===== src/inc/swpc_pkg.sv =====
// Package for the sleep and wake power controller: states, sources, timing
package swpc_pkg;

	// System power states, Gray coded along S0 -> S3 -> S4 -> S5
	typedef enum logic [1:0] {
		SWPC_S0 = 2'h0,
		SWPC_S3 = 2'h1,
		SWPC_S4 = 2'h3,
		SWPC_S5 = 2'h2
	} swpc_state_t;

	// Sleep commands from the platform controller
	typedef enum logic [1:0] {
		SWPC_CMD_NONE = 2'h0,
		SWPC_CMD_S3   = 2'h1,
		SWPC_CMD_S4   = 2'h2,
		SWPC_CMD_S5   = 2'h3
	} swpc_cmd_t;

	// Wake source bit positions
	localparam int SWPC_SRC_PWRSW  = 0;
	localparam int SWPC_SRC_RTC    = 1;
	localparam int SWPC_SRC_LAN    = 2;
	localparam int SWPC_SRC_USB    = 3;
	localparam int SWPC_SRC_PCIPME = 4;
	localparam int SWPC_SRC_PCIEWK = 5;
	localparam int SWPC_SRC_SERIAL = 6;
	localparam int SWPC_NSRC       = 7;

	// Sources allowed per sleep state
	localparam logic [6:0] SWPC_WAKE_MASK_S3  = 7'h7f;
	localparam logic [6:0] SWPC_WAKE_MASK_S45 = 7'h37;
	localparam logic [6:0] SWPC_ZERO_SRC      = 7'h00;

	// Sleep indicator behaviour selections
	localparam logic [1:0] SWPC_LED_OFF   = 2'h0;
	localparam logic [1:0] SWPC_LED_BLINK = 2'h1;
	localparam logic [1:0] SWPC_LED_ON    = 2'h2;

	// Fan PWM: 25 kHz from 100 MHz, 8-bit duty
	localparam int          SWPC_CLK_HZ      = 100_000_000;
	localparam int          SWPC_PWM_HZ      = 25_000;
	localparam int          SWPC_PWM_PERIOD  = SWPC_CLK_HZ / SWPC_PWM_HZ;
	localparam int          SWPC_PWM_CW      = 12;
	localparam logic [11:0] SWPC_PWM_TOP     =
		12'(SWPC_PWM_PERIOD - 1);
	localparam logic [11:0] SWPC_PWM_ZERO    = 12'h000;
	localparam int          SWPC_DUTY_SHIFT  = 4;

	// Sleep LED blink half period, 500 ms
	localparam int          SWPC_BLINK_MS    = 500;
	localparam int          SWPC_BLINK_CYC   =
		SWPC_CLK_HZ / 1000 * SWPC_BLINK_MS;
	localparam int          SWPC_BLINK_CW    = 26;
	localparam logic [25:0] SWPC_BLINK_ZERO  = 26'h0000000;

	// Restore-policy encodings
	localparam logic [1:0] SWPC_AC_STAY_OFF = 2'h0;
	localparam logic [1:0] SWPC_AC_LAST     = 2'h1;
	localparam logic [1:0] SWPC_AC_POWER_ON = 2'h2;

endpackage : swpc_pkg


===== src/rtl/swpc_fan_pwm.sv =====
// One fan output channel: PWM for 4-pin fans, linear level for 3-wire fans
`timescale 1ns/1ns
`default_nettype none
module swpc_fan_pwm (
	input  wire logic       clk,
	input  wire logic       resetn,
	input  wire logic       ce,
	input  wire logic       run,
	input  wire logic [7:0] duty,
	input  wire logic [11:0] phase,
	output var  logic       pwmOut,
	output var  logic [7:0] linearLevel
);
	import swpc_pkg::*;

	logic       pwm_next;
	logic [7:0] lin_next;
	logic [11:0] thresh;

	always_comb begin
		thresh   = {duty, 4'h0};
		pwm_next = run && (phase < thresh);
		lin_next = run ? duty : 8'h00;
	end

	always_ff @(posedge clk or negedge resetn) begin
		if (!resetn) begin
			pwmOut      <= 1'b0;
			linearLevel <= 8'h00;
		end else if (ce) begin
			pwmOut      <= pwm_next;
			linearLevel <= lin_next;
		end
	end
endmodule : swpc_fan_pwm
`default_nettype wire


===== src/rtl/swpc_power_ctrl.sv =====
// Sleep and wake power controller: state, wake gating, rails, fans, LED
// What this block does
// - A conventional PCI power event wakes the system from S3, S4 or S5.
// - A PCI Express wake line wakes the system from S3, S4 or S5.
// - USB activity wakes the system from S3 only, never from S4 or S5.
// - Serial port activity wakes the system from S3 only.
// - USB port power is removed in S4 and S5.
// - All fans run while the system is in S0.
// - All fans stop in S3, S4 and S5.
// - Four-pin fans get a pulse-width-modulated speed output.
// - Three-wire front and rear fans also get a linear supply level.
// - After AC loss the prior on or off state is restored if so set.
// - A soft-off command tells the supply to drop all but standby.
// - In S3 an enabled wake returns to the working state, memory kept.
// - In S3 the main supply is off and the power LED follows a setting.
`timescale 1ns/1ns
`default_nettype none
module swpc_power_ctrl (
	input  wire logic               clk,
	input  wire logic               resetn,
	input  wire logic               ce,
	input  wire swpc_pkg::swpc_cmd_t sleepCmd,
	input  wire logic               powerSwitch,
	input  wire logic               rtcAlarm,
	input  wire logic               lanWake,
	input  wire logic               usbActivity,
	input  wire logic               pciPme,
	input  wire logic               pcieWake,
	input  wire logic               serialActivity,
	input  wire logic [6:0]         wakeEnable,
	input  wire logic [6:0]         wakeStatusClear,
	input  wire logic [1:0]         acRestorePolicy,
	input  wire logic [1:0]         sleep_led_behaviour_select,
	input  wire logic [7:0]         fanDuty,
	input  wire logic               lastStateValid,
	input  wire logic               lastStateOn,
	output var  swpc_pkg::swpc_state_t sysState,
	output var  logic               mainSupplyOn,
	output var  logic               memSelfRefresh,
	output var  logic               usbPortPowerEn,
	output var  logic               cpuFanPwm,
	output var  logic               frontFanPwm,
	output var  logic               rearFanPwm,
	output var  logic [7:0]         frontFanLinear,
	output var  logic [7:0]         rearFanLinear,
	output var  logic               powerLed,
	output var  logic [6:0]         wakeStatus,
	output var  logic               wakeEvent,
	output var  logic               lastStateOnOut
);
	import swpc_pkg::*;

	// State group
	swpc_state_t state_reg, state_next;
	logic        boot_reg, boot_next;
	logic        supply_reg, supply_next;
	logic        selfRef_reg, selfRef_next;
	logic        usbPwr_reg, usbPwr_next;
	logic        wakeEv_reg, wakeEv_next;
	logic        onMem_reg, onMem_next;

	// Wake flag group
	logic [6:0]  flags_reg, flags_next;

	// LED and PWM timer group
	logic [11:0] phase_reg, phase_next;
	logic [25:0] blink_reg, blink_next;
	logic        blinkPh_reg, blinkPh_next;
	logic        led_reg, led_next;

	logic [6:0]  srcRaw;
	logic [6:0]  allowed;
	logic [6:0]  wakeHits;
	logic        fanRun;

	// Powerswitch is level sensitive here; platform debounce is upstream
	always_comb begin
		srcRaw = SWPC_ZERO_SRC;
		srcRaw[SWPC_SRC_PWRSW]  = powerSwitch;
		srcRaw[SWPC_SRC_RTC]    = rtcAlarm;
		srcRaw[SWPC_SRC_LAN]    = lanWake;
		srcRaw[SWPC_SRC_USB]    = usbActivity;
		srcRaw[SWPC_SRC_PCIPME] = pciPme;
		srcRaw[SWPC_SRC_PCIEWK] = pcieWake;
		srcRaw[SWPC_SRC_SERIAL] = serialActivity;
	end

	// Per-state gating of wake sources
	always_comb begin
		unique case (state_reg)
			SWPC_S3: allowed = SWPC_WAKE_MASK_S3;
			SWPC_S4,
			SWPC_S5: allowed = SWPC_WAKE_MASK_S45;
			SWPC_S0: allowed = SWPC_ZERO_SRC;
		endcase
		// The restore decision owns the boot cycle; no wake is taken then
		wakeHits = boot_reg ? SWPC_ZERO_SRC :
			srcRaw & allowed & wakeEnable;
	end

	// Power state machine
	always_comb begin
		state_next   = state_reg;
		boot_next    = 1'b0;
		onMem_next   = onMem_reg;
		wakeEv_next  = 1'b0;
		if (boot_reg) begin
			// AC restore decision taken once after reset release
			unique case (acRestorePolicy)
				SWPC_AC_LAST:
					state_next = (lastStateValid && lastStateOn) ?
						SWPC_S0 : SWPC_S5;
				SWPC_AC_POWER_ON: state_next = SWPC_S0;
				default:          state_next = SWPC_S5;
			endcase
		end else if (state_reg == SWPC_S0) begin
			unique case (sleepCmd)
				SWPC_CMD_S3: state_next = SWPC_S3;
				SWPC_CMD_S4: state_next = SWPC_S4;
				SWPC_CMD_S5: state_next = SWPC_S5;
				SWPC_CMD_NONE: state_next = SWPC_S0;
			endcase
		end else if (|wakeHits) begin
			state_next  = SWPC_S0;
			wakeEv_next = 1'b1;
		end
		if (!boot_reg) begin
			onMem_next = (state_next != SWPC_S5);
		end
	end

	// Outputs derived from the next state, so they land with it
	always_comb begin
		supply_next  = (state_next == SWPC_S0);
		selfRef_next = (state_next == SWPC_S3);
		usbPwr_next  = (state_next == SWPC_S0) ||
			(state_next == SWPC_S3);
	end

	// Sticky wake flags: a new event beats a clear in the same cycle
	always_comb begin
		flags_next = (flags_reg & ~wakeStatusClear) |
			wakeHits;
	end

	// PWM phase and sleep LED blink
	always_comb begin
		phase_next   = (phase_reg == SWPC_PWM_TOP) ?
			SWPC_PWM_ZERO : phase_reg + 12'h001;
		blinkPh_next = blinkPh_reg;
		if (blink_reg == 26'(SWPC_BLINK_CYC - 1)) begin
			blink_next   = SWPC_BLINK_ZERO;
			blinkPh_next = ~blinkPh_reg;
		end else begin
			blink_next = blink_reg + 26'h0000001;
		end
		unique case (state_next)
			SWPC_S0: led_next = 1'b1;
			SWPC_S3: begin
				unique case (sleep_led_behaviour_select)
					SWPC_LED_BLINK: led_next = blinkPh_reg;
					SWPC_LED_ON:    led_next = 1'b1;
					default:        led_next = 1'b0;
				endcase
			end
			SWPC_S4, SWPC_S5: led_next = 1'b0;
		endcase
	end

	always_ff @(posedge clk or negedge resetn) begin
		if (!resetn) begin
			state_reg   <= SWPC_S5;
			boot_reg    <= 1'b1;
			supply_reg  <= 1'b0;
			selfRef_reg <= 1'b0;
			usbPwr_reg  <= 1'b0;
			wakeEv_reg  <= 1'b0;
			onMem_reg   <= 1'b0;
		end else if (ce) begin
			state_reg   <= state_next;
			boot_reg    <= boot_next;
			supply_reg  <= supply_next;
			selfRef_reg <= selfRef_next;
			usbPwr_reg  <= usbPwr_next;
			wakeEv_reg  <= wakeEv_next;
			onMem_reg   <= onMem_next;
		end
	end

	always_ff @(posedge clk or negedge resetn) begin
		if (!resetn) begin
			flags_reg <= SWPC_ZERO_SRC;
		end else if (ce) begin
			flags_reg <= flags_next;
		end
	end

	always_ff @(posedge clk or negedge resetn) begin
		if (!resetn) begin
			phase_reg   <= SWPC_PWM_ZERO;
			blink_reg   <= SWPC_BLINK_ZERO;
			blinkPh_reg <= 1'b0;
			led_reg     <= 1'b0;
		end else if (ce) begin
			phase_reg   <= phase_next;
			blink_reg   <= blink_next;
			blinkPh_reg <= blinkPh_next;
			led_reg     <= led_next;
		end
	end

	// Fans run only in S0; the supply is the main rail anyway
	assign fanRun = (state_reg == SWPC_S0);

	swpc_fan_pwm uCpuFan (
		.clk        (clk),
		.resetn     (resetn),
		.ce         (ce),
		.run        (fanRun),
		.duty       (fanDuty),
		.phase      (phase_reg),
		.pwmOut     (cpuFanPwm),
		.linearLevel()
	);

	swpc_fan_pwm uFrontFan (
		.clk        (clk),
		.resetn     (resetn),
		.ce         (ce),
		.run        (fanRun),
		.duty       (fanDuty),
		.phase      (phase_reg),
		.pwmOut     (frontFanPwm),
		.linearLevel(frontFanLinear)
	);

	swpc_fan_pwm uRearFan (
		.clk        (clk),
		.resetn     (resetn),
		.ce         (ce),
		.run        (fanRun),
		.duty       (fanDuty),
		.phase      (phase_reg),
		.pwmOut     (rearFanPwm),
		.linearLevel(rearFanLinear)
	);

	assign sysState       = state_reg;
	assign mainSupplyOn   = supply_reg;
	assign memSelfRefresh = selfRef_reg;
	assign usbPortPowerEn = usbPwr_reg;
	assign powerLed       = led_reg;
	assign wakeStatus     = flags_reg;
	assign wakeEvent      = wakeEv_reg;
	assign lastStateOnOut = onMem_reg;
endmodule : swpc_power_ctrl
`default_nettype wire


===== config.mk =====
export PLATFORM = sky130hd
export DESIGN_NAME = swpc_power_ctrl
export DESIGN_NICKNAME = d
export VERILOG_FILES = /design/src/inc/swpc_pkg.sv /design/src/rtl/swpc_fan_pwm.sv /design/src/rtl/swpc_power_ctrl.sv
export SDC_FILE = /design/constraint.sdc
export NUM_CORES = 1
export LEC_CHECK = 0
export ABC_AREA = 1
export BUFFER_PORTS_ARGS = -buffer_cell sky130_fd_sc_hd__buf_2
export CAP_MARGIN = 20
export CORE_MARGIN = 2
export CORE_UTILIZATION = 59
export CTS_BUF_LIST = sky130_fd_sc_hd__clkbuf_4 sky130_fd_sc_hd__clkbuf_8
export CTS_CLUSTER_SIZE = 24
export DETAILED_ROUTE_END_ITERATION = 8
export GPL_TIMING_DRIVEN = 0
export HOLD_SLACK_MARGIN = 0.08
export MAX_ROUTING_LAYER = met4
export PLACE_DENSITY_LB_ADDON = 0.2
export SKIP_LAST_GASP = 1
export SYNTH_ARGS = -nofsm -noshare
export SYNTH_HDL_FRONTEND = slang
export SYNTH_HIERARCHICAL = 1
export SYNTH_SLANG_ARGS = --single-unit

===== constraint.sdc =====
create_clock -name clk -period 2.16 [get_ports clk]
set_clock_uncertainty 0.15 [all_clocks]
set_input_delay 0.648 -clock clk [delete_from_list [all_inputs] [get_ports clk]]
set_output_delay 0.648 -clock clk [all_outputs]
set_load 0.02 [all_outputs]

---- Word level (Yosys, flattened, before mapping) ----
Cells that the tools add are included.
cells by class
  add/sub/neg operators ................... 2
  $lt $le $gt $ge ......................... 1
  eq/ne operators ......................... 16
  muxes and demuxes ....................... 16
  bitwise gates (word level) .............. 7
  reduce and logical (&&, ||, !) cells .... 11
operators by type and width
  operator                                                         number
  26-bit by 1-bit adder with 26-bit output, second input constant  1
  26-bit == test, second input constant                            1
  26-bit two-way mux                                               1
  7-bit bitwise AND                                                3
  7-bit one-hot mux with 3 select lines                            1
  2-bit == test, second input constant                             8
  12-bit by 1-bit adder with 12-bit output, second input constant  1
  12-bit == test, second input constant                            1
  12-bit < comparator                                              1
  12-bit two-way mux                                               1
  2-bit by 1-bit == test with 1-bit output, second input constant  5
  2-bit two-way mux                                                4
  8-bit two-way mux                                                1
  2-bit one-hot mux with 4 select lines                            1
  7-bit two-way mux                                                1
  7-bit NOT                                                        1
  7-bit bitwise OR                                                 1
  7-bit OR reduction                                               1
  2-bit zero test                                                  3
  2-bit one-hot mux with 2 select lines                            1
  2-bit AND reduction                                              2
  2-bit OR reduction                                               2
  1-bit two-way mux                                                3
  1-bit one-hot mux with 3 select lines                            1
  5 further kinds                                                  7
storage, ports and cells
  register bits after elaboration ......... 64
  bits of input ports ..................... 40
  output and inout port bits .............. 34
  word-level logic and storage cells ...... 67

---- Longest topological paths before layout ----
Gate-level depths: netlist (run 1).
  depth after elaboration ................. 13
  gate-level depth with buffers ........... 10

---- Hierarchy ----
Netlist (run 1), hierarchy kept.
by module, submodules not included
  module           instances  cells an instance  area each (sq um)  sequential area each (sq um)
  swpc_power_ctrl  1          414                3190.6             1378.8
  swpc_fan_pwm     3          62                 505.5              225.2

---- Worst setup path after synthesis (run 1) ----
Ideal clock, no wire load.
  path type ............................... input-to-reg
  start ................................... input sleepCmd[0]
  end ..................................... register selfRef_reg (netlist: memSelfRefresh)
  library setup time ...................... 0.066 ns
  arrival ................................. 1.514 ns
  data required time ...................... 1.944 ns
  path slack .............................. 0.431 ns
  cell stages on the path ................. 6
  path through ............................ inv_1 -> ha_1 -> a21oi_1 -> a21boi_0 -> nand3_1 -> nand2_1
on the way
  word-level cells in the longest chain between the ends .. 5
RTL lines
  item                                          RTL line                RTL
  start: declaration                            swpc_power_ctrl.sv:22   input wire swpc_pkg::swpc_cmd_t sleepCmd,
  2-bit == test, or another cell as far along   swpc_power_ctrl.sv:117  unique case (sleepCmd)
  2-bit one-hot mux with 4 select lines (*)     swpc_power_ctrl.sv:117
  2-bit two-way mux (*)                         swpc_power_ctrl.sv:116  end else if (state_reg == SWPC_S0) begin
  2-bit two-way mux (*)                         swpc_power_ctrl.sv:107  if (boot_reg) begin
  2-bit by 1-bit == test with 1-bit output (*)  swpc_power_ctrl.sv:135  selfRef_next = (state_next == SWPC_S3);
  end signal: assignment                        swpc_power_ctrl.sv:183  selfRef_reg <= selfRef_next;
  end: declaration                              swpc_power_ctrl.sv:57   logic selfRef_reg, selfRef_next;
Mark *: on every way between the ends. The rest lies on a longest branch, timed or not.
A chain may end at the register's enable or synchronous reset.

---- Final worst setup path (run 1) ----
  start ................................... register state_reg[1] (netlist: sysState[1])
  end ..................................... output sysState[1]
RTL lines
  item                      RTL line                RTL
  start: declaration        swpc_power_ctrl.sv:54   swpc_state_t state_reg, state_next;
  start signal: assignment  swpc_power_ctrl.sv:180  state_reg <= state_next;
  end: declaration          swpc_power_ctrl.sv:37   output var swpc_pkg::swpc_state_t sysState,
No word-level cell between the ends.

==> results of run 1 <==
-- cells in the final DEF (no fill, tap or decap), drive strengths merged --
master	instances
nand2	157
inv	90
buf	80
dfrtp	72
nor2	63
nand3	33
o21ai	31
ha	28
nor3	23
a21oi	22
clkbuf	14
nand4	12
xor2	8
xnor2	4
o22ai	3
o21a	3
nor4	2
and3	2
o21bai	2
a32o	2
or2	2
dfstp	2
clkinvlp	2
a21boi	1
a31oi	1
a21o	1
nor3b	1
o211ai	1
bufinv	1
clkinv	1
dlygate4sd3	1
-- per-layer routing --
metal | vias up | track usage (%) | wire length, um
li1 | 2005 | - | -
met1 | 1891 | 36.0 | 4680
met2 | 102 | 40.8 | 4610
met3 | 19 | 4.76 | 514
met4 | 0 | 8.59 | 161
met5 | - | - | 0
-- metrics by stage --
stage          cell area, um^2  std cells
2_1_floorplan             4430        574
3_3_place_gp              4920        746
3_5_place_dp              4950        747
4_1_cts                   5170        764
5_1_grt                   5170        764
6_report                  5170        764
-- cell type report --
class	count	share of cell area, %
buffer	8	0.993
clock buffer	12	3.08
clock inverter	4	0.969
inverter	90	6.54
multi-input combinational	402	42.3
sequential	74	35.9
tap	99	2.40
timing repair buffer	75	7.85
-- worst max path at each step --
stage | from | endpoint | slack, ns | cells after the start
after floorplan | sleepCmd[0] | memSelfRefresh | 0.43 | 6
after global placement | resetn | wakeStatus[0] | -0.17 | 1
after detailed placement | ce | blink_reg[18] | -0.09 | 8
after CTS | sysState[1] | sysState[1] | 0.24 | 1
after global routing | sysState[1] | memSelfRefresh | 0.14 | 7
final | sysState[1] | sysState[1] | 0.25 | 1
-- power by group --
group	switching (mW)	internal, mW
clock	0.515	0.608
sequential	0.267	1.74
combinational	1.10	0.578
-- timing repair --
item / CTS / global route
hold buffers: 1 / 0
endpoints found under the hold margin: 23 / 0
setup buffers: 0 / 0
setup endpoints to repair: 0 / 0
==> results.tsv, run 1 <==
stage	metric	value	unit
clock_network	cts_max_level	3	
sta	min_period	1.91	ns
critical_path	max_stage_delay	0.58	ns
route	drt-vias-per-instance	5.26	
clock_network	cts_root_buf	clkbuf_8	
sta	fmax	525	MHz
critical_path	r2r-start	sysState[1]	
power	p_leak	2.85	nW
clock_network	numCtsBuffers	9	
layout	fillers	612	
sta	rsz0062_at_grt	false	
critical_path	path_delay_family	flip-flops	
floorplanning	die_h	90.6	um
global_routing	grt_overflow	0	
layout	final-seq-area	1850	um^2
global_routing	grt_usage	26.5	%
floorplanning	ioPinCount	74	
flow_run	cap_viol_max_count	0	
power	finalPower	4.81	mW
layout	nets	728	
critical_path	cp_max_fo	5	
power	worst_ir_drop_vdd	0.000673	V
route	ant_nets	0	
clock_network	path_clk_slew	0.08	ns
synth	synthesis.area	4430	um^2
floorplanning	start_util	61.1	%
floorplanning	rows	31	
clock_network	clock_sinks	74	
route	drc_errors	0	
synth	synthCells	574	
sta	setup_viol	0	
synth	syn_avg_cell_area	7.72	um^2
global_routing	grt_max_degree	52	
sta	setup_tns	0	ns
sta	slew_viol_final	0	
hold_path	min_from	uFrontFan/linearLevel[1]	
route	wl	9.97	mm
sta	finalHoldViolations	0	
floorplanning	core_area	7250	um^2
critical_path	slowest_stage	dfstp_2	
layout	largest_register_ff_count	26	
sta	tightestPinTransition	0.466	ns
critical_path	crit_type	register to output pin	
placed_design	port_buffers	73	
layout	multi_input_area	2190	um^2
synth	yosys_warnings	6	
placed_design	post-place-ws	-0.0875	ns
placed_design	hpwl	7.64	mm
critical_path	path_cells	buf_2	
critical_path	worstPathBufferInverterCount	1	
critical_path	required	1.36	ns
placed_design	gp_congestion	0.977	
clock_network	cts_tree	built	
clock_network	clk_latency	0.35	ns
route	first_pass_iters	5	
floorplanning	fp.dieW	90.6	um
hold_path	hp-class	register to register	
layout	utilization	71.2	%
critical_path	critPathCaptureType	output pin	
layout	area_growth	16.7	%
critical_path	reg2reg_slack	0.27	ns
global_routing	grt_pass1_vias	3874	
clock_network	cts_resized	0	
sta	hold_ws	0.330	ns
sta	max_slew_margin	68.9	%
critical_path	r2r_cells	7	
power	powerDensity	931	nW/um^2
route	wl_per_cell	13.0	um
hold_path	min_delay_worst_endpoint	uFrontFan/linearLevel[1]	
global_routing	grt_pass1_wl	17.3	mm
layout	diodes	0	
critical_path	rr_endpoint	memSelfRefresh	
synth	synth_nets	642	
layout	drive_gt1_share	20.0	%
global_routing	antenna_found_initial	0	
critical_path	critPathArrivalTime	1.11	ns
clock_network	clk_path_buf_depth	2	
route	dr.first_iter.drc_count	307	
route	vias	4017	
hold_path	hold_path_depth	2	
run_status	status	complete, no violations	
sta	period_share	88.3	%
critical_path	start_kind	register	
sta	setup_slack	0.253	ns
floorplanning	die_area	8220	um^2
No activity file was read; power rests on OpenSTA's default activity.
==> inputs of run 2 (changes only) <==
--- a/config.mk
+++ b/config.mk
@@ -8,8 +8,10 @@
 export ABC_AREA = 1
 export BUFFER_PORTS_ARGS = -buffer_cell sky130_fd_sc_hd__buf_2
 export CAP_MARGIN = 20
+export CELL_PAD_IN_SITES_DETAIL_PLACEMENT = 0
+export CELL_PAD_IN_SITES_GLOBAL_PLACEMENT = 1
 export CORE_MARGIN = 2
-export CORE_UTILIZATION = 59
+export CORE_UTILIZATION = 44
 export CTS_BUF_LIST = sky130_fd_sc_hd__clkbuf_4 sky130_fd_sc_hd__clkbuf_8
 export CTS_CLUSTER_SIZE = 24
 export DETAILED_ROUTE_END_ITERATION = 8
==> run 2 against run 1 <==
  * Clock-buffer cell count down 3
  * Worst setup slack worse by 0.042 ns
  * Combinational power about the same
  * Power up 1.4%
  * Worst hold slack worse by 0.0010 ns
  * Core utilization down 18 points
  * Via count down 1.6%
  * Sequential cell count unchanged
  * Design area up 0.99%
  * Register-to-register slack about the same
  * Die area up 32%
  * Largest power group unchanged
==> results.tsv, run 2 (synthesized netlist as in run 1, its figures left out) <==
stage	metric	value	unit
route	wl_per_cell	12.7	um
sta	slew_viol_final	0	
route	vias	3951	
sta	rsz0062_at_grt	false	
hold_path	hp-class	register to register	
global_routing	use_met2	30.7	%
placed_design	hpwl	7.99	mm
placed_design	dpl_cell_area	4990	um^2
floorplanning	die_h	104	um
global_routing	antenna_found_initial	0	
power	worst_ir_drop_vdd	0.000468	V
layout	area_growth	17.8	%
route	first_pass_iters	5	
critical_path	max_stage_delay	0.28	ns
critical_path	critPathCaptureType	register	
sta	fmax	513	MHz
route	wl	10.2	mm
placed_design	gp_congestion	0.841	
critical_path	worstPathBufferInverterCount	3	
critical_path	critPathMostFrequentCell	buf_2	
layout	final_common_cell	nand2_1	
critical_path	cp_max_fo	14	
clock_network	clk_latency	0.36	ns
clock_network	numCtsBuffers	9	
sta	tightestPinTransition	0.474	ns
sta	min_period	1.95	ns
sta	finalHoldViolations	0	
layout	largest_register_ff_count	26	
floorplanning	start_util	45.3	%
global_routing	grt_max_degree	47	
route	ant_nets	0	
global_routing	grt_usage	20.5	%
clock_network	clock_sinks	74	
clock_network	cts_root_buf	clkbuf_8	
critical_path	path_cells	buf_2 > inv_2 > buf_2 > nor2_4 > nand3_2 > nor2_2 > nand3_1 > xor2_1	
placed_design	dp_cells	781	
floorplanning	core_area	9770	um^2
floorplanning	rows	36	
layout	fillers	1008	
clock_network	path_clk_slew	0.08	ns
power	powerDensity	934	nW/um^2
sta	max_slew_margin	68.4	%
global_routing	grt_pass1_vias	3738	
critical_path	slowest_stage	buf_2	
layout	drive_gt1_share	20.0	%
placed_design	port_buffers	73	
floorplanning	ioPinCount	74	
global_routing	grtUsageMet3	2.51	%
critical_path	crit_type	input port to register	
global_routing	grt_pass1_wl	17.7	mm
clock_network	clk_path_buf_depth	2	
route	drt-vias-per-instance	4.95	
clock_network	cts_max_level	3	
layout	final_cells	798	
power	p_leak	2.86	nW
clock_network	cts_tree	built	
global_routing	grt_overflow	0	
floorplanning	die_area	10900	um^2
layout	diodes	0	
route	drc_errors	0	
route	dr.first_iter.drc_count	177	
global_routing	gr-max-usage-layer	met2	
sta	period_share	90.2	%
global_routing	met1_usage	28.5	%
layout	nets	728	
flow_run	cap_viol_max_count	0	
floorplanning	fp.dieW	104	um
critical_path	start_kind	input port	
sta	setup_viol	0	
run_status	status	complete, no violations	
critical_path	critPathArrivalTime	2.03	ns
layout	final_cell_mix	nand2_1, inv_1, buf_2	
layout	stdcell_area	5220	um^2
critical_path	path_delay_family	buffers and inverters	
critical_path	required	2.25	ns
## run 2: cell count changes in the layout (fill, tap and decap cells not counted), sizes merged
cell / change
clkbuf: -3
clkinv: +2
bufinv: +1
## run 2: worst min-delay path: cells and delay by family (launching register included)
| family | cells | cell delay (ns) |
|---|---|---|
| flops | 1 | 0.34 |
| simple gates | 1 | 0.05 |
| compound gates | 1 | 0.05 |
## run 2: cell type report
cell class	count	area, um^2	area share [%]
flip-flops and latches	74	1850	35.5
clock inverters	7	93.8	1.80
repair buffers	75	405	7.77
multi-input cells	402	2190	41.9
well taps	133	166	3.19
plain buffers	8	51.3	0.983
clock buffers	9	124	2.37
inverters	90	338	6.47
## run 2: per-stage QoR
| step | power (mW) | utilization (%) | setup TNS [ns] | hold WS, ns | worst slack, ns |
|---|---|---|---|---|---|
| final | 4.88 | 53.4 | 0 | 0.329 | 0.211 |
| after global routing | 5.24 | 53.4 | 0 | 0.353 | 0.104 |
| after CTS | 4.92 | 53.4 | 0 | 0.335 | 0.224 |
| after detailed placement | 3.72 | 51.1 | -0.345 | 0.313 | -0.151 |
| after global placement | 3.67 | 50.8 | -15.69 | 0.311 | -0.222 |
| after floorplan | 3.14 | - | 0 | 0.202 | 0.431 |
## run 2: timing repair
item                                   CTS  global route
hold buffers                             1             0
endpoints found under the hold margin   20             0
gates resized for setup                  0             0
setup buffers                            0             0
## run 2: final timing paths
check | from | endpoint | slack (ns) | cells past startpoint
worst max-delay path | ce | blink_reg[18] | 0.21 | 8
worst min-delay path | uRearFan/linearLevel[7] | uRearFan/linearLevel[7] | 0.33 | 2
worst max register to register | sysState[1] | memSelfRefresh | 0.27 | 7
worst min register to register | uRearFan/linearLevel[7] | uRearFan/linearLevel[7] | 0.33 | 2
max in group asynchronous | resetn | boot_reg | 0.63 | 3
min in group asynchronous | resetn | uFrontFan/linearLevel[5] | 0.61 | 2
## run 2: where the power goes
group          internal, mW  switching [mW]
clock network         0.648           0.547
registers              1.74           0.258
logic                 0.575            1.11
total                  2.96            1.91
## run 2: per-layer routing
layer  share of wire [%]  wire [um]
met3                 3.0        303
met5                   0          0
met1                  51       5230
met4                 1.4        144
met2                  44       4490
==> inputs of run 3 (changes only) <==
--- a/config.mk
+++ b/config.mk
@@ -5,13 +5,13 @@
 export SDC_FILE = /design/constraint.sdc
 export NUM_CORES = 1
 export LEC_CHECK = 0
-export ABC_AREA = 1
+export ABC_AREA = 0
 export BUFFER_PORTS_ARGS = -buffer_cell sky130_fd_sc_hd__buf_2
 export CAP_MARGIN = 20
 export CELL_PAD_IN_SITES_DETAIL_PLACEMENT = 0
 export CELL_PAD_IN_SITES_GLOBAL_PLACEMENT = 1
 export CORE_MARGIN = 2
-export CORE_UTILIZATION = 44
+export CORE_UTILIZATION = 45
 export CTS_BUF_LIST = sky130_fd_sc_hd__clkbuf_4 sky130_fd_sc_hd__clkbuf_8
 export CTS_CLUSTER_SIZE = 24
 export DETAILED_ROUTE_END_ITERATION = 8
==> run 3 against run 2 <==
  * Worst hold slack got worse by 0.010 ns
  * Via count decreased by 13%
  * Design area decreased by 6.7%
  * Critical path type is now register to register
  * Largest cell class unchanged
  * Highest routed layer unchanged
==> results.tsv, run 3 <==
stage	metric	value	unit
run_status	status	complete, no violations	
placed_design	hpwl	6.89	mm
route	dr.first_iter.drc_count	138	
sta	tightestPinTransition	0.734	ns
critical_path	crit_type	register to register	
layout	diodes	0	
sta	min_period	2.04	ns
layout	final_common_cell	buf_2	
layout	area_growth	18.9	%
critical_path	endpoint	phase_reg[3]	
route	vias	3442	
synth	synthCells	422	
clock_network	clk_path_buf_depth	2	
route	wl_met1	4.40	mm
clock_network	cts_tree	built	
critical_path	worstPathBufferInverterCount	0	
critical_path	slowest_stage	nor4bb_1	
route	ant_nets	0	
route	wl	9.37	mm
floorplanning	die_area	9870	um^2
floorplanning	core_area	8760	um^2
global_routing	antenna_found_initial	0	
power	powerDensity	766	nW/um^2
critical_path	path_cells	ha_1 > nor4bb_1 > and4_1 > o21ai_0 > a22o_1	
layout	nets	577	
critical_path	critPathArrivalTime	2.12	ns
route	highest_layer	met4	
clock_network	clk_latency	0.34	ns
route	drt-vias-per-instance	5.53	
synth	synthesis.area	4090	um^2
critical_path	rr_endpoint	phase_reg[3]	
layout	drive_gt1_share	21.2	%
synth	syn_avg_cell_area	9.70	um^2
floorplanning	rows	34	
floorplanning	fp.dieW	99.4	um
critical_path	cp-startpoint	phase_reg[0]	
critical_path	reg2reg_slack	0.12	ns
sta	setup_viol	0	
synth	synth_nets	490	
critical_path	max_stage_delay	0.45	ns
critical_path	cp_max_fo	5	
global_routing	grt_pass1_wl	15.9	mm
critical_path	path_delay_family	simple AND/OR/NAND/NOR gates	
route	first_pass_iters	5	
floorplanning	die_h	99.4	um
sta	max_slew_margin	50.7	%
sta	finalHoldViolations	0	
global_routing	grt_max_degree	63	
critical_path	required	2.25	ns
critical_path	critPathCaptureType	register	
synth	yosys_warnings	6	
power	worst_ir_drop_vdd	0.000354	V
critical_path	r2r-start	phase_reg[0]	
route	wl_per_cell	15.1	um
clock_network	path_clk_slew	0.08	ns
layout	stdcell_area	4870	um^2
global_routing	grt_usage	20.7	%
global_routing	grt_overflow	0	
layout	fillers	812	
sta	slew_viol_final	0	
layout	largest_register_ff_count	26	
hold_path	hp-class	register to register	
critical_path	start_kind	register	
clock_network	cts_max_level	3	
sta	period_share	94.2	%
route	wl_met3	254	um
placed_design	gp_congestion	0.799	
flow_run	cap_viol_max_count	0	
layout	final-seq-area	1850	um^2
clock_network	clock_sinks	74	
layout	multi_input_area	1990	um^2
critical_path	cp.depth	5	
floorplanning	start_util	46.7	%
route	drc_errors	0	
power	finalPower	3.73	mW
global_routing	grt_pass1_vias	3309	
critical_path	r2r_cells	5	
route	met2WireLength	4.62	mm
power	p_leak	2.41	nW
placed_design	port_buffers	72	
floorplanning	ioPinCount	74	
sta	rsz0062_at_grt	false	
sta	fmax	491	MHz
layout	final_cell_mix	buf_2, dfrtp_1, inv_1	
placed_design	dpl_cell_area	4620	um^2
clock_network	numCtsBuffers	9	
clock_network	cts_root_buf	clkbuf_8	
==> run 3: power by group <==
part | leakage [nW] | switching, mW | total [mW] | internal (mW)
sequential | 0.961 | 0.172 | 1.75 | 1.58
combinational | 1.34 | 0.469 | 0.794 | 0.325
clock | 0.105 | 0.539 | 1.19 | 0.648
==> run 3: cell type report <==
type | instances | area share (%)
Inverter | 44 | 3.39
Multi-Input combinational cell | 286 | 40.8
Tap cell | 108 | 2.78
Sequential cell | 74 | 38.1
Clock inverter | 7 | 1.93
Buffer | 18 | 1.88
Clock buffer | 9 | 2.54
Timing Repair Buffer | 76 | 8.53
==> run 3: through the flow <==
stage / TNS (ns) / hold WS [ns] / setup slack (ns) / cells / util (%)
2_1_floorplan: 0 / 0.202 / 0.143 / 422 / -
3_3_place_gp: -15.76 / 0.316 / -0.219 / 602 / 52.4
3_5_place_dp: -0.440 / 0.311 / -0.0974 / 603 / 52.7
4_1_cts: 0 / 0.322 / 0.0982 / 620 / 55.3
5_1_grt: 0 / 0.351 / 0.0414 / 622 / 55.5
6_report: 0 / 0.319 / 0.124 / 622 / 55.5
==> run 3: how the worst min path moves through the flow <==
stage                            from          end  slack (ns)  cells after the start
after floorplan                resetn  blinkPh_reg        0.20                      0
after global placement    blinkPh_reg  blinkPh_reg        0.32                      1
after detailed placement  blinkPh_reg  blinkPh_reg        0.31                      1
after CTS                 blinkPh_reg  blinkPh_reg        0.32                      1
after global routing      blinkPh_reg  blinkPh_reg        0.35                      1
final                     blinkPh_reg  blinkPh_reg        0.32                      1
==> run 3: routing by layer <==
layer	up-vias	GRT usage, %
li1	1707	-
met1	1676	26.9
met2	49	33.6
met3	10	2.74
met4	0	6.95
met5	-	-
==> run 3: worst register-to-register path, stage by stage, from the launching register on <==
cell and delay, ns:
dfrtp_1 0.43, ha_1 0.30, nor4bb_1 0.45, and4_1 0.31, o21ai_0 0.10, a22o_1 0.18
==> run 3: what timing repair did <==
item	in CTS	in global routing
hold buffers	1	0
gates resized for setup	0	1
hold endpoints to repair	12	0
buffers inserted	0	2
endpoints found under the setup margin	0	10
